===== config.mk =====
export PLATFORM = sky130hd
export DESIGN_NAME = gpc_port_cfg
export DESIGN_NICKNAME = d
export VERILOG_FILES = /design/src/gpc_pin_cell.v /design/src/gpc_port_cfg.v /design/src/gpc_wake_det.v
export VERILOG_INCLUDE_DIRS = /design/src
export SDC_FILE = /design/constraint.sdc
export NUM_CORES = 1
export LEC_CHECK = 0
export ABC_AREA = 0
export CAP_MARGIN = 15
export CORE_MARGIN = 3
export CORE_UTILIZATION = 50
export DETAILED_ROUTE_END_ITERATION = 6
export DONT_BUFFER_PORTS = 1
export SLEW_MARGIN = 20
export SYNTH_ARGS = -nofsm -noshare
export SYNTH_HDL_FRONTEND = slang
export SYNTH_SLANG_ARGS = --single-unit

===== constraint.sdc =====
create_clock -name mclk -period 15 [get_ports mclk]
set_input_delay 3.75 -clock mclk [delete_from_list [all_inputs] [get_ports mclk]]
set_output_delay 3.75 -clock mclk [all_outputs]
set_load 0.03 [all_outputs]

===== src/gpc_consts.vh =====
`ifndef GPC_CONSTS_VH
`define GPC_CONSTS_VH

// Register bus
`define GPC_REG_INDEX       12'hFD0
`define GPC_REG_WINDOW      12'hFD1
`define GPC_REG_IN_DATA     12'hFD2
`define GPC_REG_OUT_DATA    12'hFD3
`define GPC_PORT_SHIFT      2
`define GPC_PORT_BASE       12'hFD0
`define GPC_PORT_SPAN       12'h010

// Register select within a port's four addresses
`define GPC_SEL_INDEX       2'h0
`define GPC_SEL_WINDOW      2'h1
`define GPC_SEL_IN_DATA     2'h2
`define GPC_SEL_OUT_DATA    2'h3

// Sub-register index values
`define GPC_SUB_NONE        8'h00
`define GPC_SUB_DIR         8'h01
`define GPC_SUB_ALT_EN      8'h02
`define GPC_SUB_OPEN_DRAIN  8'h03
`define GPC_SUB_HIGH_DRIVE  8'h04
`define GPC_SUB_WAKE_SRC    8'h05
`define GPC_SUB_PULLUP      8'h06
`define GPC_SUB_ALT_SEL1    8'h07
`define GPC_SUB_ALT_SEL2    8'h08

// Reset values
`define GPC_RST_ZERO        8'h00
`define GPC_RST_DIR         8'hFF
`define GPC_RST_ALT_ABC     8'h00
`define GPC_RST_ALT_D       8'h01
`define GPC_RST_ALT_A8      8'h04
`define GPC_RST_SEL_A8      8'h04

`define GPC_NPORTS          4
`define GPC_PORT_D          2'h3

`endif


===== src/gpc_pin_cell.v =====
`timescale 1ns/100ps
`default_nettype none

// Drive decision for one pin
module gpc_pin_cell (
    // Configuration
    input  wire       direction_bit,
    input  wire       alt_enable_bit,
    input  wire       open_drain_bit,
    input  wire       high_drive_bit,
    input  wire       pullup_bit,
    input  wire       out_data,
    // Alternate function side
    input  wire       alt_out,
    input  wire       alt_oe,
    // Pin side
    output wire       pin_out,
    output wire       pin_oe,
    output wire       pin_high_drive,
    output wire       pin_pullup
);
    wire drive_val;
    wire drive_en;

    assign drive_val = alt_enable_bit ? alt_out : out_data;
    assign drive_en  = alt_enable_bit ? alt_oe : ~direction_bit;
    // Low side always allowed, high side blocked in open-drain mode
    assign pin_oe    = drive_en & ~(open_drain_bit & drive_val);
    assign pin_out   = drive_val;
    assign pin_high_drive = high_drive_bit;
    assign pin_pullup = pullup_bit;
endmodule

`default_nettype wire


===== src/gpc_port_cfg.v =====
// Behaviour
// - Window access goes to the sub-register named by the port index.
// - Direction 0 drives output data; 1 tristates and samples pin.
// - Index 02H maps alternate-function enable into the window.
// - Alternate enable 0: plain I/O, direction from direction bit.
// - Alternate enable 1: pin controlled by selected alternate function.
// - Two select bits pick one of four alternate functions.
// - Alternate enable resets 00H ports A-C, 01H D, 04H 8-pin A.
// - Index 03H maps open-drain select into the window.
// - Open-drain bit 1 disables high-side sourcing, even in alternate mode.
// - Open-drain bit 0 allows push-pull unless alternate overrides.
// - Open-drain and high-drive act at the pin, alternate too.
// - Index 04H maps high-current select into the window.
// - High-drive bit 1 selects high current, 0 standard.
// - Index 05H maps wake-source enable into the window.
// - In deep sleep, any edge on enabled wake pin starts recovery.
// - In deep sleep, edges on non-enabled pins are ignored.
// - Index 06H maps weak pull-up enable into the window.
// - Pull-up bit 1 connects weak pull-up, 0 disconnects.
`timescale 1ns/100ps
`default_nettype none
`include "gpc_consts.vh"

module gpc_port_cfg #(
    parameter EIGHT_PIN = 0
) (
    // Clock and reset
    input  wire        mclk,
    input  wire        rstn,
    // Register port
    input  wire [11:0] reg_addr,
    input  wire        reg_wr,
    input  wire        reg_rd,
    input  wire [7:0]  reg_wdata,
    output reg  [7:0]  reg_rdata,
    output wire        reg_hit,
    // Power state
    input  wire        deep_sleep,
    output wire        wake_req,
    // Alternate function side, per port 8 pins, 4 functions each
    input  wire [31:0] alt_out_a,
    input  wire [31:0] alt_oe_a,
    input  wire [31:0] alt_out_b,
    input  wire [31:0] alt_oe_b,
    input  wire [31:0] alt_out_c,
    input  wire [31:0] alt_oe_c,
    input  wire [31:0] alt_out_d,
    input  wire [31:0] alt_oe_d,
    // Pins, ports A..D packed low to high
    input  wire [31:0] pin_in,
    output wire [31:0] pin_out,
    output wire [31:0] pin_oe,
    output wire [31:0] pin_high_drive,
    output wire [31:0] pin_pullup,
    output wire [31:0] pin_alt_in,
    output wire [31:0] pin_alt_sel
);
    reg        rst_s1;
    reg        rst_n;
    reg [7:0]  sub_index [0:3];
    reg [7:0]  dir_reg   [0:3];
    reg [7:0]  alt_en    [0:3];
    reg [7:0]  od_reg    [0:3];
    reg [7:0]  hd_reg    [0:3];
    reg [7:0]  wake_reg  [0:3];
    reg [7:0]  pu_reg    [0:3];
    reg [7:0]  sel1_reg  [0:3];
    reg [7:0]  sel2_reg  [0:3];
    reg [7:0]  out_reg   [0:3];
    reg [7:0]  in_reg    [0:3];
    reg [7:0]  next_rdata;
    wire [1:0] port_sel;
    wire [1:0] reg_sel;
    wire [3:0] port_wake;
    wire [7:0] win_rdata;
    wire [127:0] alt_out_all;
    wire [127:0] alt_oe_all;
    integer    p;

    assign alt_out_all = {alt_out_d, alt_out_c, alt_out_b, alt_out_a};
    assign alt_oe_all  = {alt_oe_d, alt_oe_c, alt_oe_b, alt_oe_a};

    // Reset release through two flops
    always @(posedge mclk or negedge rstn) begin
        if (!rstn) begin
            rst_s1 <= 1'b0;
            rst_n  <= 1'b0;
        end else begin
            rst_s1 <= 1'b1;
            rst_n  <= rst_s1;
        end
    end

    assign reg_hit  = (reg_addr >= `GPC_PORT_BASE) &&
                      (reg_addr < (`GPC_PORT_BASE + `GPC_PORT_SPAN));
    assign port_sel = reg_addr[3:2];
    assign reg_sel  = reg_addr[1:0];

    // Per-port register state
    always @(posedge mclk or negedge rst_n) begin
        if (!rst_n) begin
            for (p = 0; p < `GPC_NPORTS; p = p + 1) begin
                sub_index[p] <= `GPC_SUB_NONE;
                dir_reg[p]   <= `GPC_RST_DIR;
                alt_en[p]    <= `GPC_RST_ALT_ABC;
                od_reg[p]    <= `GPC_RST_ZERO;
                hd_reg[p]    <= `GPC_RST_ZERO;
                wake_reg[p]  <= `GPC_RST_ZERO;
                pu_reg[p]    <= `GPC_RST_ZERO;
                sel1_reg[p]  <= `GPC_RST_ZERO;
                sel2_reg[p]  <= `GPC_RST_ZERO;
                out_reg[p]   <= `GPC_RST_ZERO;
                in_reg[p]    <= `GPC_RST_ZERO;
            end
            alt_en[`GPC_PORT_D] <= `GPC_RST_ALT_D;
            if (EIGHT_PIN != 0) begin
                alt_en[0]   <= `GPC_RST_ALT_A8;
                sel1_reg[0] <= `GPC_RST_SEL_A8;
                sel2_reg[0] <= `GPC_RST_SEL_A8;
            end
        end else begin
            for (p = 0; p < `GPC_NPORTS; p = p + 1) begin
                in_reg[p] <= pin_in[p*8 +: 8];
            end
            if (reg_wr && reg_hit) begin
                case (reg_sel)
                    `GPC_SEL_INDEX: sub_index[port_sel] <= reg_wdata;
                    `GPC_SEL_WINDOW: begin
                        case (sub_index[port_sel])
                            `GPC_SUB_DIR:        dir_reg[port_sel]  <= reg_wdata;
                            `GPC_SUB_ALT_EN:     alt_en[port_sel]   <= reg_wdata;
                            `GPC_SUB_OPEN_DRAIN: od_reg[port_sel]   <= reg_wdata;
                            `GPC_SUB_HIGH_DRIVE: hd_reg[port_sel]   <= reg_wdata;
                            `GPC_SUB_WAKE_SRC:   wake_reg[port_sel] <= reg_wdata;
                            `GPC_SUB_PULLUP:     pu_reg[port_sel]   <= reg_wdata;
                            `GPC_SUB_ALT_SEL1:   sel1_reg[port_sel] <= reg_wdata;
                            `GPC_SUB_ALT_SEL2:   sel2_reg[port_sel] <= reg_wdata;
                            default: ;
                        endcase
                    end
                    `GPC_SEL_OUT_DATA: out_reg[port_sel] <= reg_wdata;
                    default: ;
                endcase
            end
        end
    end

    // Window read mux; unused indices read zero
    wire [7:0] idx = sub_index[port_sel];
    assign win_rdata =
        (idx == `GPC_SUB_DIR)        ? dir_reg[port_sel]  :
        (idx == `GPC_SUB_ALT_EN)     ? alt_en[port_sel]   :
        (idx == `GPC_SUB_OPEN_DRAIN) ? od_reg[port_sel]   :
        (idx == `GPC_SUB_HIGH_DRIVE) ? hd_reg[port_sel]   :
        (idx == `GPC_SUB_WAKE_SRC)   ? wake_reg[port_sel] :
        (idx == `GPC_SUB_PULLUP)     ? pu_reg[port_sel]   :
        (idx == `GPC_SUB_ALT_SEL1)   ? sel1_reg[port_sel] :
        (idx == `GPC_SUB_ALT_SEL2)   ? sel2_reg[port_sel] : `GPC_RST_ZERO;

    always @* begin
        next_rdata = `GPC_RST_ZERO;
        if (reg_rd && reg_hit) begin
            case (reg_sel)
                `GPC_SEL_INDEX:    next_rdata = sub_index[port_sel];
                `GPC_SEL_WINDOW:   next_rdata = win_rdata;
                `GPC_SEL_IN_DATA:  next_rdata = in_reg[port_sel];
                `GPC_SEL_OUT_DATA: next_rdata = out_reg[port_sel];
                default: next_rdata = `GPC_RST_ZERO;
            endcase
        end
    end

    always @(posedge mclk or negedge rst_n) begin
        if (!rst_n) begin
            reg_rdata <= `GPC_RST_ZERO;
        end else begin
            reg_rdata <= next_rdata;
        end
    end

    // Pin cells and wake detectors
    genvar gp;
    genvar gb;
    generate
        for (gp = 0; gp < 4; gp = gp + 1) begin : g_port
            for (gb = 0; gb < 8; gb = gb + 1) begin : g_pin
                wire [1:0] fsel;
                wire [3:0] fo;
                wire [3:0] fe;
                assign fsel = {sel2_reg[gp][gb], sel1_reg[gp][gb]};
                assign fo = alt_out_all[(gp*8+gb)*4 +: 4];
                assign fe = alt_oe_all[(gp*8+gb)*4 +: 4];
                assign pin_alt_sel[gp*8+gb] = alt_en[gp][gb];
                assign pin_alt_in[gp*8+gb]  = pin_in[gp*8+gb] & alt_en[gp][gb];
                gpc_pin_cell u_cell (
                    .direction_bit  (dir_reg[gp][gb]),
                    .alt_enable_bit (alt_en[gp][gb]),
                    .open_drain_bit (od_reg[gp][gb]),
                    .high_drive_bit (hd_reg[gp][gb]),
                    .pullup_bit     (pu_reg[gp][gb]),
                    .out_data       (out_reg[gp][gb]),
                    .alt_out        (fo[fsel]),
                    .alt_oe         (fe[fsel]),
                    .pin_out        (pin_out[gp*8+gb]),
                    .pin_oe         (pin_oe[gp*8+gb]),
                    .pin_high_drive (pin_high_drive[gp*8+gb]),
                    .pin_pullup     (pin_pullup[gp*8+gb])
                );
            end
            gpc_wake_det u_wake (
                .mclk        (mclk),
                .rst_n       (rst_n),
                .deep_sleep  (deep_sleep),
                .wake_enable (wake_reg[gp]),
                .pin_level   (pin_in[gp*8 +: 8]),
                .wake_req    (port_wake[gp])
            );
        end
    endgenerate

    assign wake_req = |port_wake;
endmodule

`default_nettype wire


===== src/gpc_wake_det.v =====
`timescale 1ns/100ps
`default_nettype none
`include "gpc_consts.vh"

// Edge detector for wake sources
module gpc_wake_det (
    // Clock and reset
    input  wire       mclk,
    input  wire       rst_n,
    // Control
    input  wire       deep_sleep,
    input  wire [7:0] wake_enable,
    input  wire [7:0] pin_level,
    // Result
    output wire       wake_req
);
    reg [7:0] last_level;

    always @(posedge mclk or negedge rst_n) begin
        if (!rst_n) begin
            last_level <= `GPC_RST_ZERO;
        end else begin
            last_level <= pin_level;
        end
    end

    // Either edge counts; disabled pins are masked out
    assign wake_req = deep_sleep & |((last_level ^ pin_level) & wake_enable);
endmodule

`default_nettype wire


=== Word level (Yosys, flattened, before mapping) ===
Index checks and enable logic that the tools add are counted.

* Register bits: 362
* Output and inout bits: 202
* Word-level logic and storage cells: 534

* Muxes and demuxes: 247
* $lt $le $gt $ge: 36
* Bitwise gates (word level): 173
* Equal/unequal tests: 11
* Reduce and logical (&&, ||, !) cells: 20

{| class="wikitable"
|+ Operator list
! operator !! count
|-
| bitwise mux 32 bit || 10
|-
| two-way mux 8 bit || 32
|-
| binary-select mux 8 bit (select 2 bit) || 11
|-
| binary-select mux 1 bit (select 2 bit) || 64
|-
| two-way mux 1 bit || 128
|-
| AND 1 bit || 100
|-
| < comparator 2 x 3 -> 1 bit, second input constant || 32
|-
| inverter 1 bit || 64
|-
| AND 8 bit || 4
|-
| equality test 8 x 3 -> 1 bit, second input constant || 4
|-
| case mux 8 bit (4 select lines) || 1
|-
| OR reduction 8 bit || 4
|-
| bitwise XOR 8 bit || 4
|-
| AND reduction 3 bit || 8
|-
| demux 8 bit (select 2 bit) || 1
|-
| equality test 8 x 2 -> 1 bit, second input constant || 2
|-
| greater-or-equal comparator 12 bit, second input constant || 1
|-
| < comparator 12 bit, second input constant || 1
|-
| equality test 8 x 1 -> 1 bit, second input constant || 1
|-
| equality test 8 x 4 -> 1 bit, second input constant || 1
|-
| equality test 2 bit, second input constant || 2
|-
| logical AND 1 bit || 4
|-
| AND reduction 2 bit || 2
|-
| OR reduction 4 bit || 1
|-
| 5 further kinds || 5
|}

=== Logic depth before layout (Yosys ltp) ===
* Word-level depth: 15
* Mapped depth: 9
* Mapped depth without buffers: 5

=== Cells and area by module ===
Synthesis repeated with hierarchy kept, for this count alone.

* Cells, all modules: 1459
* Area, all modules: 21084.0 sq um

{| class="wikitable"
|+ Modules (own cells, without submodules)
! module !! cells each !! seq. area each (sq um) !! instances !! area each (sq um)
|-
| gpc_port_cfg || 1179 || 9100.0 || 1 || 18071.1
|-
| gpc_pin_cell || 6 || 0.0 || 32 || 55.1
|-
| gpc_wake_det || 22 || 200.2 || 4 || 312.8
|}

=== Worst setup path before layout ===
No wires, ideal clock.

* Path type: input to output
* From: in alt_out_a[3]
* To: out pin_oe[0]
* Data required time: 11250 ps
* Setup slack: 6490 ps
* Arrival: 4760 ps
* Cell stages on the path: 4
* Path through: mux4_2 mux2_2 a21oi_1 buf_4

* Cells in the longest elaborated chain, start to end: 6

{| class="wikitable"
|+ Ends and longest elaborated chain
! item !! line !! source
|-
| from (decl) || gpc_port_cfg.v:41 || <nowiki>input wire [31:0] alt_out_a,</nowiki>
|-
| binary-select mux 1 bit (select 2 bit) || gpc_port_cfg.v:202 || <nowiki>.alt_out (fo[fsel]),</nowiki>
|-
| two-way mux 1 bit (implied by the code) || gpc_port_cfg.v:202 ||
|-
| two-way mux 1 bit || gpc_pin_cell.v:25 || <nowiki>assign drive_val = alt_enable_bit ? alt_out : out_data;</nowiki>
|-
| named net g_port[0].g_pin[0].u_cell.pin_out || gpc_pin_cell.v:17 || <nowiki>output wire pin_out,</nowiki>
|-
| AND 1 bit || gpc_pin_cell.v:28 || <nowiki>assign pin_oe = drive_en & ~(open_drain_bit & drive_val);</nowiki>
|-
| inverter 1 bit || gpc_pin_cell.v:28 ||
|-
| AND 1 bit || gpc_pin_cell.v:28 ||
|-
| to (decl) || gpc_port_cfg.v:52 || <nowiki>output wire [31:0] pin_oe,</nowiki>
|}

The timed path passes the listed nets, and every way through them passes these cells. The select of a mux whose other input is x is not followed.

=== Worst setup path in the final report ===
* From: in alt_out_c[7]
* To: out pin_oe[17]

* Cells in the longest elaborated chain, start to end: 6

{| class="wikitable"
|+ Ends and longest elaborated chain
! item !! line !! source
|-
| from (decl) || gpc_port_cfg.v:45 || <nowiki>input wire [31:0] alt_out_c,</nowiki>
|-
| binary-select mux 1 bit (select 2 bit) || gpc_port_cfg.v:202 ||
|-
| two-way mux 1 bit (implied by the code) || gpc_port_cfg.v:202 ||
|-
| two-way mux 1 bit || gpc_pin_cell.v:25 ||
|-
| named net pin_out[17] || gpc_port_cfg.v:51 || <nowiki>output wire [31:0] pin_out,</nowiki>
|-
| AND 1 bit || gpc_pin_cell.v:28 ||
|-
| inverter 1 bit || gpc_pin_cell.v:28 ||
|-
| AND 1 bit || gpc_pin_cell.v:28 ||
|}

The timed path passes the listed nets, and every way through them passes these cells. The select of a mux whose other input is x is not followed.

==> flow_metrics.py <==
metrics = {
    "global_routing": {
        "use_met3": 0.0879,
        "antenna_found_initial": 1,
        "grt_use_met1": 0.412,
        "busiest_layer": "met2",
        "grt_use_total": 0.303,
        "use_met2": 0.475,
        "grt_pass1_wl_um": 95000,
        "grt_pass1_vias": 13000,
        "grt_max_degree": 94,
        "overflow": 0,
    },
    "power_and_ir_drop": {
        "power_switching_uw": 457,
        "power.internal_mw": 1.64,
        "clockPowerShare": 0.496,
        "p_seq_frac": 0.470,
        "p_leak_nw": 9.34,
        "swShare": 0.217,
        "comb_power_share": 0.033,
        "max-vdd-ir-drop_uv": 62.2,
        "powerDensity_nw_per_um2": 99.5,
    },
    "worst_setup_path": {
        "critical_path_required_ps": 11250,
        "r2r_start": "sub_index[14]$_DFFE_PN0P_",
        "crit_family": "multiplexers",
        "crit_buf_inv": 0,
        "crit_chain": "mux4_2 -> mux2_2 -> a21oi_1",
        "crit_start": "alt_out_c[7]",
        "crit_fanout": 2,
        "arrival_ps": 5250,
        "crit_path_start_kind": "input pin",
        "critical_path_class": "in2out",
        "cp_slowest_cell": "a21oi_1",
        "cp-end-kind": "output pin",
        "cp_slowest_stage_delay_ps": 600,
    },
    "cts": {
        "clk_pin_slew_worst_paths_ps": 60,
        "ctsResizeCount": 0,
        "hold_buffers": 0,
        "h-tree-depth": 2,
        "cts_setup_buffers": 0,
        "cts_made_buffers": 41,
        "clk_latency_ps": 570,
        "cts_buffer_depth": 3,
        "cts_root_buffer": "clkbuf_16",
        "cts_tree": "done",
        "cts.sinks": 362,
    },
    "die": {
        "die_y_um": 208,
        "design.core.area_um2": 40100,
        "chipWidth_um": 208,
        "dieArea_um2": 43400,
        "ios": 515,
        "rows": 73,
        "start_util": 0.510,
    },
    "logic_synthesis": {
        "synth_top_flop_cell": "dfrtp_1",
        "synth_area_per_cell_um2": 13.7,
        "synth_area_um2": 20500,
        "yosys_warnings": 0,
        "synth-seq-cells": 362,
        "synth_nets": 1802,
        "synth_area_leaders": "dfrtp_1 (40%), mux2_2 (20%), mux4_2 (17%), buf_4 (6.1%), dfstp_2 (4.2%)",
        "synth_top_area_cell": "dfrtp_1",
        "synth.distinct_cells": 56,
        "yosysSeqAreaShare": 0.445,
        "synth_edf_count": 0,
        "postSynth.asyncResetShare": 1.00,
        "synth_cells": 1489,
        "synthDominantCellAreaShare": 0.402,
    },
    "timing": {
        "whs_ps": 241,
        "post-route-period-util": 0.600,
        "fin_setup_tns_ps": 0,
        "finalSetupViolCount": 0,
        "report.final.hold_viol_count": 0,
        "worst_pin_slew_ps": 1180,
        "slew_headroom": 0.213,
        "rsz0062_at_grt": "no",
        "maxSlewViolCount": 0,
        "min_period_ps": 9000,
        "setup_slack_ps": 6000,
        "finClkSkew_ps": 17.2,
        "fmax_ghz": 0.111,
    },
    "drt": {
        "drc": 0,
        "wl_um": 67000,
        "vias": 12600,
        "detail-route-antenna-nets": 0,
        "viasPerCell": 6.76,
        "drt_iter0_drc": 1136,
        "drt_pass1_iterations": 5,
        "wl_per_cell_um": 35.9,
    },
    "cells_and_area": {
        "fin_cells": 1865,
        "largest_reg_flops": 64,
        "area_growth_pct": 3.10,
        "final_cell_mix": "mux2_2 (356), dfrtp_1 (328), mux4_2 (152)",
        "num_antenna_cells": 0,
        "drive_gt1_frac": 0.485,
        "layout_commonest_cell": "mux2_2",
        "fin_nets": 1622,
    },
    "run": {
        "cap_violations": 0,
    },
    "place": {
        "dp.cells": 1791,
        "portBuffers": 0,
        "hpwl_um": 45900,
        "gp_congestion": 0.892,
        "pre_cts_ws_ps": 6000,
    },
    "min_path": {
        "hp-class": "reg2async",
    },
    "run_status": {
        "status": "completed",
    },
}
[layout make-up]
class                   count  area [um^2]
clock inverters            15          181
clock buffers              59         1210
fillers                  3352        19000
flip-flops and latches    362         9100
repair buffers             16          128
multi-input cells         877         9780
inverters                  11         41.3
well taps                 525          657
[per-stage QoR]
stage	instance area, um^2	util	power, mW
6_report	21100	0.526	2.10
5_1_grt	21100	0.526	2.16
4_1_cts	21100	0.526	2.12
3_5_place_dp	19700	0.491	1.08
3_3_place_gp	19700	0.491	1.07
2_1_floorplan	20500	-	1.08
[cells by family after synthesis]
kind of cell           synth area share
AND/OR/NAND/NOR                  0.0498
XOR/XNOR                         0.0137
multiplexers                      0.366
buffers and inverters            0.0775
flip-flops                        0.445
other                          0.000183
AO/OA/AOI/OAI                    0.0482
[power groups by stage]
stage / combinational [mW] / clock [mW] / sequential, mW
final: 0.0696 / 1.04 / 0.988
after global routing: 0.0753 / 1.10 / 0.988
after CTS: 0.0704 / 1.06 / 0.988
after detailed placement: 0.0702 / 0 / 1.01
after global placement: 0.0698 / 0 / 1.00
after floorplan: 0.0614 / 0 / 1.02
[metal layers]
layer	wire length, um	part of all wire
met5	0	0
met4	1890	0.028
met1	27500	0.41
met2	32000	0.48
met3	5630	0.084
[synth_stat cells, types with 10 or more instances]
| library cell | n |
|---|---|
| o2bb2ai_1 | 10 |
| inv_1 | 11 |
| nor2_1 | 57 |
| nand3_2 | 12 |
| nand3_1 | 14 |
| buf_4 | 166 |
| nand2_1 | 17 |
| mux2_2 | 356 |
| clkbuf_1 | 50 |
| mux4_2 | 152 |
| a21oi_1 | 85 |
| dfstp_2 | 33 |
| dfrtp_1 | 329 |
| buf_2 | 13 |
| xor2_1 | 32 |
| and2_1 | 35 |
[worst paths after layout]
kind | endpoint | slack, ps | cells after the start
worst max-delay path | pin_oe[17] | 6000 | 3
worst min-delay path | od_reg[8]$_DFFE_PN0P_ | 240 | 0
worst max register to register | g_port[3].g_pin[4].fsel[0]$_DFFE_PN0P_ | 10850 | 5
worst min register to register | od_reg[8]$_DFFE_PN0P_ | 240 | 0
max in group asynchronous | rst_n$_DFF_PN0_ | 12050 | 0
min in group mclk | rst_n$_DFF_PN0_ | 350 | 0
Power figures use the tool's default switching activity.
